--- src/tts_pkg.sv ---
// Package of constants and types for the telemetry time stamper
package tts_pkg;

    // Time value: days, hours, minutes, seconds, milliseconds, microseconds
    localparam int TTS_TIME_W   = 48;
    localparam int TTS_US_W     = 10;
    localparam int TTS_MS_W     = 10;
    localparam int TTS_SEC_W    = 6;
    localparam int TTS_MIN_W    = 6;
    localparam int TTS_HR_W     = 5;
    localparam int TTS_DAY_W    = 9;

    // Field positions inside the packed time word
    localparam int TTS_US_LSB   = 0;
    localparam int TTS_MS_LSB   = 10;
    localparam int TTS_SEC_LSB  = 20;
    localparam int TTS_MIN_LSB  = 26;
    localparam int TTS_HR_LSB   = 32;
    localparam int TTS_DAY_LSB  = 37;

    // Field limits
    localparam logic [9:0] TTS_US_MAX  = 10'h3E7;
    localparam logic [9:0] TTS_MS_MAX  = 10'h3E7;
    localparam logic [5:0] TTS_SEC_MAX = 6'h3B;
    localparam logic [5:0] TTS_MIN_MAX = 6'h3B;
    localparam logic [4:0] TTS_HR_MAX  = 5'h17;
    localparam logic [8:0] TTS_DAY_MAX = 9'h16D;
    localparam logic [8:0] TTS_DAY_MIN = 9'h001;

    // Timing: one microsecond tick derived from the 86.0 MHz oscillator
    localparam int TTS_OSC_KHZ      = 86000;
    localparam int TTS_TICK_NS      = 1000;
    localparam int TTS_TICK_CYC     = (TTS_OSC_KHZ * TTS_TICK_NS) / 1000000;
    localparam int TTS_DIV_W        = 7;
    localparam logic [6:0] TTS_DIV_LAST = 7'(TTS_TICK_CYC - 1);

    // Header words written per packet
    localparam int TTS_HDR_WORDS    = 3;
    localparam int TTS_HDR_W        = 16;

    // Time source selection
    typedef enum logic {
        TTS_SRC_HOST = 1'b0,
        TTS_SRC_CODE = 1'b1
    } tts_src_t;

    // Time-code formats
    typedef enum logic [1:0] {
        TTS_FMT_A    = 2'h0,
        TTS_FMT_B    = 2'h1,
        TTS_FMT_G    = 2'h2,
        TTS_FMT_N36  = 2'h3
    } tts_fmt_t;

    // Header writer states
    typedef enum logic [1:0] {
        TTS_HDR_IDLE,
        TTS_HDR_SEND,
        TTS_HDR_DONE
    } tts_hdr_st_t;

endpackage

--- src/tts_time_count.sv ---
// Calendar time counter advancing one microsecond per tick
`timescale 1ns/10ps
module tts_time_count
    import tts_pkg::*;
(
    // Clock and reset
    input  wire logic                  clk_sys_i,
    input  wire logic                  rst_i,
    // Control
    input  wire logic                  load_i,
    input  wire logic [TTS_TIME_W-1:0] load_val_i,
    input  wire logic                  tick_i,
    // Time
    output logic      [TTS_TIME_W-1:0] time_o
);

    typedef struct packed {
        logic [TTS_TIME_W-1:0] t;
    } tts_cnt_st_t;

    tts_cnt_st_t s_q;
    tts_cnt_st_t s_d;

    // Ripple-carry through the calendar fields
    always_comb begin
        logic [9:0] us;
        logic [9:0] ms;
        logic [5:0] sec;
        logic [5:0] mn;
        logic [4:0] hr;
        logic [8:0] day;
        s_d = s_q;
        us  = s_q.t[TTS_US_LSB +: TTS_US_W];
        ms  = s_q.t[TTS_MS_LSB +: TTS_MS_W];
        sec = s_q.t[TTS_SEC_LSB +: TTS_SEC_W];
        mn  = s_q.t[TTS_MIN_LSB +: TTS_MIN_W];
        hr  = s_q.t[TTS_HR_LSB +: TTS_HR_W];
        day = s_q.t[TTS_DAY_LSB +: TTS_DAY_W];
        if (load_i) begin
            s_d.t = load_val_i;
        end else if (tick_i) begin
            if (us != TTS_US_MAX) begin
                us = us + 10'h001;
            end else begin
                us = 10'h000;
                if (ms != TTS_MS_MAX) begin
                    ms = ms + 10'h001;
                end else begin
                    ms = 10'h000;
                    if (sec != TTS_SEC_MAX) begin
                        sec = sec + 6'h01;
                    end else begin
                        sec = 6'h00;
                        if (mn != TTS_MIN_MAX) begin
                            mn = mn + 6'h01;
                        end else begin
                            mn = 6'h00;
                            if (hr != TTS_HR_MAX) begin
                                hr = hr + 5'h01;
                            end else begin
                                hr  = 5'h00;
                                // Year wrap; leap days not tracked
                                day = (day >= TTS_DAY_MAX) ? TTS_DAY_MIN : day + 9'h001;
                            end
                        end
                    end
                end
            end
            s_d.t = {day, hr, mn, sec, ms, us};
        end
    end

    always_ff @(posedge clk_sys_i or posedge rst_i) begin
        if (rst_i) begin
            s_q <= '0;
        end else begin
            s_q <= s_d;
        end
    end

    assign time_o = s_q.t;

endmodule

--- src/tts_stamper.sv ---
// Telemetry time stamper: source select, frame-sync capture, header writer
//
// Operation
// - Selector picks host counter or time code
// - Host load seeds the time counter
// - Counter runs alone on internal clock
// - Current time written into packet header
// - Decoded time code supplies stamping time
// - Sample time at last frame-sync bit
// - Holdover keeps time running after lock loss
// - No holdover freezes at last locked time
`timescale 1ns/10ps
module tts_stamper
    import tts_pkg::*;
(
    // Clock and reset
    input  wire logic                  clk_sys_i,
    input  wire logic                  rst_i,
    // Configuration
    input  wire logic                  src_sel_i,
    input  wire logic [1:0]            code_fmt_i,
    input  wire logic                  holdover_en_i,
    // Host time load
    input  wire logic                  host_load_i,
    input  wire logic [TTS_TIME_W-1:0] host_time_i,
    // Time-code reader result (from a pin-side demodulator)
    input  wire logic                  code_lock_i,
    input  wire logic                  code_valid_i,
    input  wire logic [TTS_TIME_W-1:0] code_time_i,
    input  wire logic [1:0]            code_fmt_seen_i,
    // Frame sync
    input  wire logic                  sync_last_i,
    // Header output
    input  wire logic                  hdr_ready_i,
    output logic                       hdr_valid_o,
    output logic [TTS_HDR_W-1:0]       hdr_word_o,
    output logic                       hdr_last_o,
    // Status
    output logic [TTS_TIME_W-1:0]      time_now_o,
    output logic                       lock_o,
    output logic                       fmt_ok_o
);

    // State fields, all in one register:
    //   lock_sync  three flops on the asynchronous lock level
    //   locked     filtered lock, changes only when stages agree
    //   div        oscillator divider for the microsecond tick
    //   tick       one-cycle pulse that advances the counter
    //   stamp      time sampled at the last sync bit
    //   hst        header writer phase
    //   widx       index of the header word on the outputs
    //   pend       one sync remembered while a header is busy
    //   hvalid     header word valid towards the sink
    //   hword      header word on the outputs
    //   hlast      marks the third and final word
    //   now        running time, one cycle behind the counter
    //   fmt_ok     last decoded format matched the setting
    typedef struct packed {
        logic [2:0]            lock_sync;
        logic                  locked;
        logic [TTS_DIV_W-1:0]  div;
        logic                  tick;
        logic [TTS_TIME_W-1:0] stamp;
        tts_hdr_st_t           hst;
        logic [1:0]            widx;
        logic                  pend;
        logic                  hvalid;
        logic [TTS_HDR_W-1:0]  hword;
        logic                  hlast;
        logic [TTS_TIME_W-1:0] now;
        logic                  fmt_ok;
    } tts_st_t;

    tts_st_t s_q;
    tts_st_t s_d;

    logic                  cnt_load;
    logic [TTS_TIME_W-1:0] cnt_val;
    logic [TTS_TIME_W-1:0] cnt_time;
    logic                  code_fresh;
    logic                  lock_stable;

    // Time code accepted only while locked and in the chosen format
    assign code_fresh  = code_valid_i && s_q.locked && (code_fmt_seen_i == code_fmt_i);
    // Lock level filtered: second and third stages must agree
    assign lock_stable = (s_q.lock_sync[1] == s_q.lock_sync[2]);

    // A fresh code value replaces the running count outright; the
    // counter then interpolates between decoded times, which is what
    // keeps time moving if lock later drops with holdover enabled.
    // Counter seeding: host load, or locked time-code value
    always_comb begin
        cnt_load = 1'b0;
        cnt_val  = host_time_i;
        if (src_sel_i == TTS_SRC_HOST) begin
            cnt_load = host_load_i;
        end else if (code_fresh) begin
            cnt_load = 1'b1;
            cnt_val  = code_time_i;
        end
    end

    // Shared calendar counter
    tts_time_count u_count (
        .clk_sys_i  (clk_sys_i),
        .rst_i      (rst_i),
        .load_i     (cnt_load),
        .load_val_i (cnt_val),
        .tick_i     (s_q.tick),
        .time_o     (cnt_time)
    );

    // Next-state logic
    always_comb begin
        logic run;
        s_d      = s_q;
        run      = 1'b1;
        s_d.tick = 1'b0;

        // Lock loss takes effect three to four cycles late; a tick
        // in that gap is accepted as part of the last locked time.
        // Lock input from outside: three-stage synchroniser
        s_d.lock_sync = {s_q.lock_sync[1:0], code_lock_i};
        if (lock_stable) begin
            s_d.locked = s_q.lock_sync[2];
        end
        if (code_valid_i) begin
            s_d.fmt_ok = (code_fmt_seen_i == code_fmt_i);
        end

        if (src_sel_i == TTS_SRC_CODE && !s_q.locked) begin
            run = holdover_en_i;
        end

        // The divider runs even while the counter is frozen, so
        // holdover restarts on the oscillator phase it had; the
        // first tick after restart may come early by up to one us.
        // microsecond tick from oscillator
        if (s_q.div == TTS_DIV_LAST) begin
            s_d.div  = '0;
            s_d.tick = run;
        end else begin
            s_d.div = s_q.div + 7'h01;
        end
        s_d.now = cnt_time;

        // Header timing:
        //   edge 0: sync seen, stamp and first word taken together
        //   edge 1: first word valid, held until the sink takes it
        //   each accept moves to the next slice of the same stamp
        //   after the last accept one idle cycle passes
        // Only one sync is remembered while busy; a second one in
        // the same header is lost, acceptable since the sink takes
        // at most one header per frame.
        // Header writer: stamp taken at sync, sent as three words
        unique case (s_q.hst)
            TTS_HDR_IDLE: begin
                if (sync_last_i || s_q.pend) begin
                    s_d.stamp  = cnt_time;
                    s_d.pend   = 1'b0;
                    s_d.widx   = 2'h0;
                    s_d.hst    = TTS_HDR_SEND;
                    s_d.hvalid = 1'b1;
                    s_d.hword  = cnt_time[TTS_TIME_W-1 -: TTS_HDR_W];
                    s_d.hlast  = 1'b0;
                end
            end
            TTS_HDR_SEND: begin
                // A sync during the header is kept for next frame
                if (sync_last_i) begin
                    s_d.pend = 1'b1;
                end
                if (hdr_ready_i) begin
                    if (s_q.hlast) begin
                        s_d.hvalid = 1'b0;
                        s_d.hlast  = 1'b0;
                        s_d.hst    = TTS_HDR_DONE;
                    end else begin
                        s_d.widx  = s_q.widx + 2'h1;
                        s_d.hword = (s_q.widx == 2'h0) ? s_q.stamp[31:16] : s_q.stamp[15:0];
                        s_d.hlast = (s_q.widx == 2'(TTS_HDR_WORDS - 2));
                    end
                end
            end
            TTS_HDR_DONE: begin
                if (sync_last_i) begin
                    s_d.pend = 1'b1;
                end
                s_d.hst = TTS_HDR_IDLE;
            end
            default: begin
                s_d.hst = TTS_HDR_IDLE;
            end
        endcase
    end

    // State register
    always_ff @(posedge clk_sys_i or posedge rst_i) begin
        if (rst_i) begin
            s_q <= '0;
        end else begin
            s_q <= s_d;
        end
    end

    // Outputs straight from flops
    assign hdr_valid_o = s_q.hvalid;
    assign hdr_word_o  = s_q.hword;
    assign hdr_last_o  = s_q.hlast;
    assign time_now_o  = s_q.now;
    assign lock_o      = s_q.locked;
    assign fmt_ok_o    = s_q.fmt_ok;

endmodule

--- config.mk ---
export PLATFORM = sky130hd
export DESIGN_NAME = tts_stamper
export DESIGN_NICKNAME = d
export VERILOG_FILES = /design/src/tts_pkg.sv /design/src/tts_time_count.sv /design/src/tts_stamper.sv
export SDC_FILE = /design/constraint.sdc
export NUM_CORES = 1
export LEC_CHECK = 0
export BUFFER_PORTS_ARGS = -buffer_cell sky130_fd_sc_hd__buf_2
export CORE_UTILIZATION = 55
export CTS_CLUSTER_DIAMETER = 150
export CTS_CLUSTER_SIZE = 24
export DETAILED_ROUTE_END_ITERATION = 16
export PLACE_DENSITY = 0.81
export SLEW_MARGIN = 10
export SYNTH_ARGS = -nofsm -noshare
export SYNTH_HDL_FRONTEND = slang
export SYNTH_SLANG_ARGS = --single-unit
--- constraint.sdc ---
create_clock -name clk_sys_i -period 6.4 [get_ports clk_sys_i]
set_clock_uncertainty 0.15 [all_clocks]
set_input_delay 1.28 -clock clk_sys_i [delete_from_list [all_inputs] [get_ports clk_sys_i]]
set_output_delay 1.28 -clock clk_sys_i [all_outputs]
set_load 0.005 [all_outputs]
==> impl_metrics.toml <==
[logic_synthesis]
synthCells = 765
synth-simple-area-share_pct = 13.3
synth_fp_nets = 887
synth_top_family_by_area = "compound AO/OA/AOI/OAI gates"
synthDistinctLibCells = 66
netlist_area_sq_um = 7970
yosys_register_bits = 164
synthMuxAreaShare_pct = 6.11
synth-edff-count = 0
synth-async-reset-ratio_pct = 100
synthAdderAreaFrac_pct = 2.17
synth_ff_type = "dfrtp_1"
syn_area_per_cell_sq_um = 10.4
synth-xor-area-share_pct = 0.989
yosys_warnings = 0
synth-compound-area-share_pct = 17.1
ys_seq_area_share_pct = 51.5

[power]
powerDensity_nw_per_um2 = 440
p_leak_uw = 0.00430
power.total_uw = 4050
ir_drop_mv = 0.210

[route]
routedWlPerCell_um = 18.0
drt-pass1-iter-count = 6
vias = 6279
via_per_inst = 5.92
ant_nets = 0
drc = 0
routed_wl_um = 19100
drtIter0Drc = 632

[floorplanning]
die_w_um = 122
ios = 177
core_sq_um = 14000
num_rows = 43
dieArea_sq_um = 15000
die_h_um = 122
initial_core_util_pct = 56.9

[final_layout]
areaGrowthSynthToFinish_pct = 15.4
final_cell_mix = "buf_2 (176), dfrtp_1 (164), nand2_1 (76)"
insertedDiodeCount = 0
post-route-util_pct = 65.7
fillers = 1139
final_common_cell = "buf_2"
drive_above_1_share_pct = 28.3
fin_nets = 991

[setup_path]
start_kind = "input port"
r2r_slack_ns = 3.53
startpoint = "code_fmt_i[1]"
required_ns = 6.60
worst-path-max-fanout = 37
r2r_end = "u_count.time_o[38]"
rr_startpoint = "u_count.time_o[11]"
arrival_ns = 3.38
setup.worst_path.end = "u_count.time_o[8]"
r2r_cells = 6
endpoint_kind = "flip-flop"
worstSetupPathType = "input port to flip-flop"

[timing]
rsz0062_at_grt = "no"
hold_violations = 0
period_needed_ns = 3.18
tightestPinTransition_ns = 1.19
slew_violations = 0
maxSlewHeadroom_pct = 20.3
tns_ns = 0
fmax_ghz = 0.314
fin_crit_sh_pct = 49.7
setup_violations = 0

[global_route]
antenna_found_initial = 0
grtUsageTotal_pct = 26.6
grt_max_degree = 100
grt_pass1_wl_um = 29900
grt_pass1_vias = 5866
grt_overflow = 0

[clocking]
cts.clk_slew.worst_paths_ns = 0.06
clock_path_buffers = 2
hold_buffers = 0
numCtsBuffers = 17
cts_tree = "yes"
clock_latency_ns = 0.43
cts_setup_buffers = 0
cts_resized = 0
cts-htree-levels = 4
cts.sinks = 164
root_buffer = "clkbuf_16"

[place]
port_buffers = 176
routabilityCongestion = 0.906
hpwl_um = 13200

[hold_path]
whs_path_depth = 0
holdCritPathClass = "flip-flop to flip-flop"

[outcome]
status = "finished clean"

[flow_run]
max-cap-violations = 0
[report_power, final]
group | leakage (uW) | total, uW | switching [uW] | internal [uW]
Sequential | 0.00201 | 1680 | 293 | 1390
Combinational | 0.00197 | 1220 | 678 | 542
Clock | 0.000321 | 1140 | 400 | 742
[flip-flops by register name (all words and copies together), names as in the netlist]
name,flops
lock_o,1
hdr_valid_o,1
fmt_ok_o,1
time_now_o,48
hdr_word_o,16
s_d,2
hdr_last_o,1
u_count.time_o,48
s_q,46
[worst max-delay path, stage by stage]
cell and delay (ns):
buf_2 0.10, xor2_1 0.38, o31ai_4 0.12, buf_4 0.28, nor2_1 0.84, o21ai_1 0.16
a2bb2oi_1 0.21
[synthesized netlist by cell type (17+ instances only)]
library cell | count | area [sq um]
buf_4 | 64 | 480
mux2_2 | 21 | 236
a21oi_1 | 25 | 125
o21ai_0 | 64 | 320
mux2i_1 | 22 | 220
nor2_1 | 42 | 158
clkbuf_1 | 19 | 71.3
a222oi_1 | 17 | 170
nand2_1 | 76 | 285
dfrtp_1 | 164 | 4100
inv_1 | 25 | 93.8
nand3_1 | 22 | 110
[how the worst min path moves through the flow]
| stage | startpoint | end | slack, ns |
|---|---|---|---|
| floorplan | s_d[130] | s_d[131] | 0.18 |
| global placement | s_d[130] | s_d[131] | 0.18 |
| detailed placement | s_d[130] | s_d[131] | 0.19 |
| CTS | s_d[130] | s_d[131] | 0.20 |
| global route | s_d[130] | s_d[131] | 0.22 |
| finish | s_d[130] | s_d[131] | 0.20 |
[per-layer routing]
metal  part of all wire (%)  global-route usage [%]  routed length [um]
met1                     43                    36.1                8210
met2                     48                    41.4                9210
met3                    7.0                    5.20                1340
met4                    1.7                    11.9                 331
met5                      0                       0                   0
[kinds of logic (layout without fill, tap and decap cells)]
logic type	count (synthesis)	in the layout
flops	164	164
xor+xnor	9	9
mux	45	45
simple gates	211	211
fa+ha+maj	14	14
buf+inv	121	237
compound gates	201	201
[layout make-up]
class	count	area (sq um)	area share (%)
inverter	25	98.8	1.08
multi-input combinational	480	3180	34.6
tap	180	225	2.45
sequential	164	4100	44.6
timing repair buffer	181	918	9.99
clock buffer	23	498	5.42
clock inverter	8	170	1.85
[metrics by stage]
stage                     area, sq um  std cells  setup slack, ns  hold WS, ns
final                            9190       1061             3.22        0.199
after global routing             9190       1061             3.10        0.219
after CTS                        9190       1061             3.24        0.200
after detailed placement         8520       1030             2.79        0.187
after global placement           8520       1030             2.92        0.184
after floorplan                  7970        765            0.537        0.181
(Power assumes the default switching activity.)
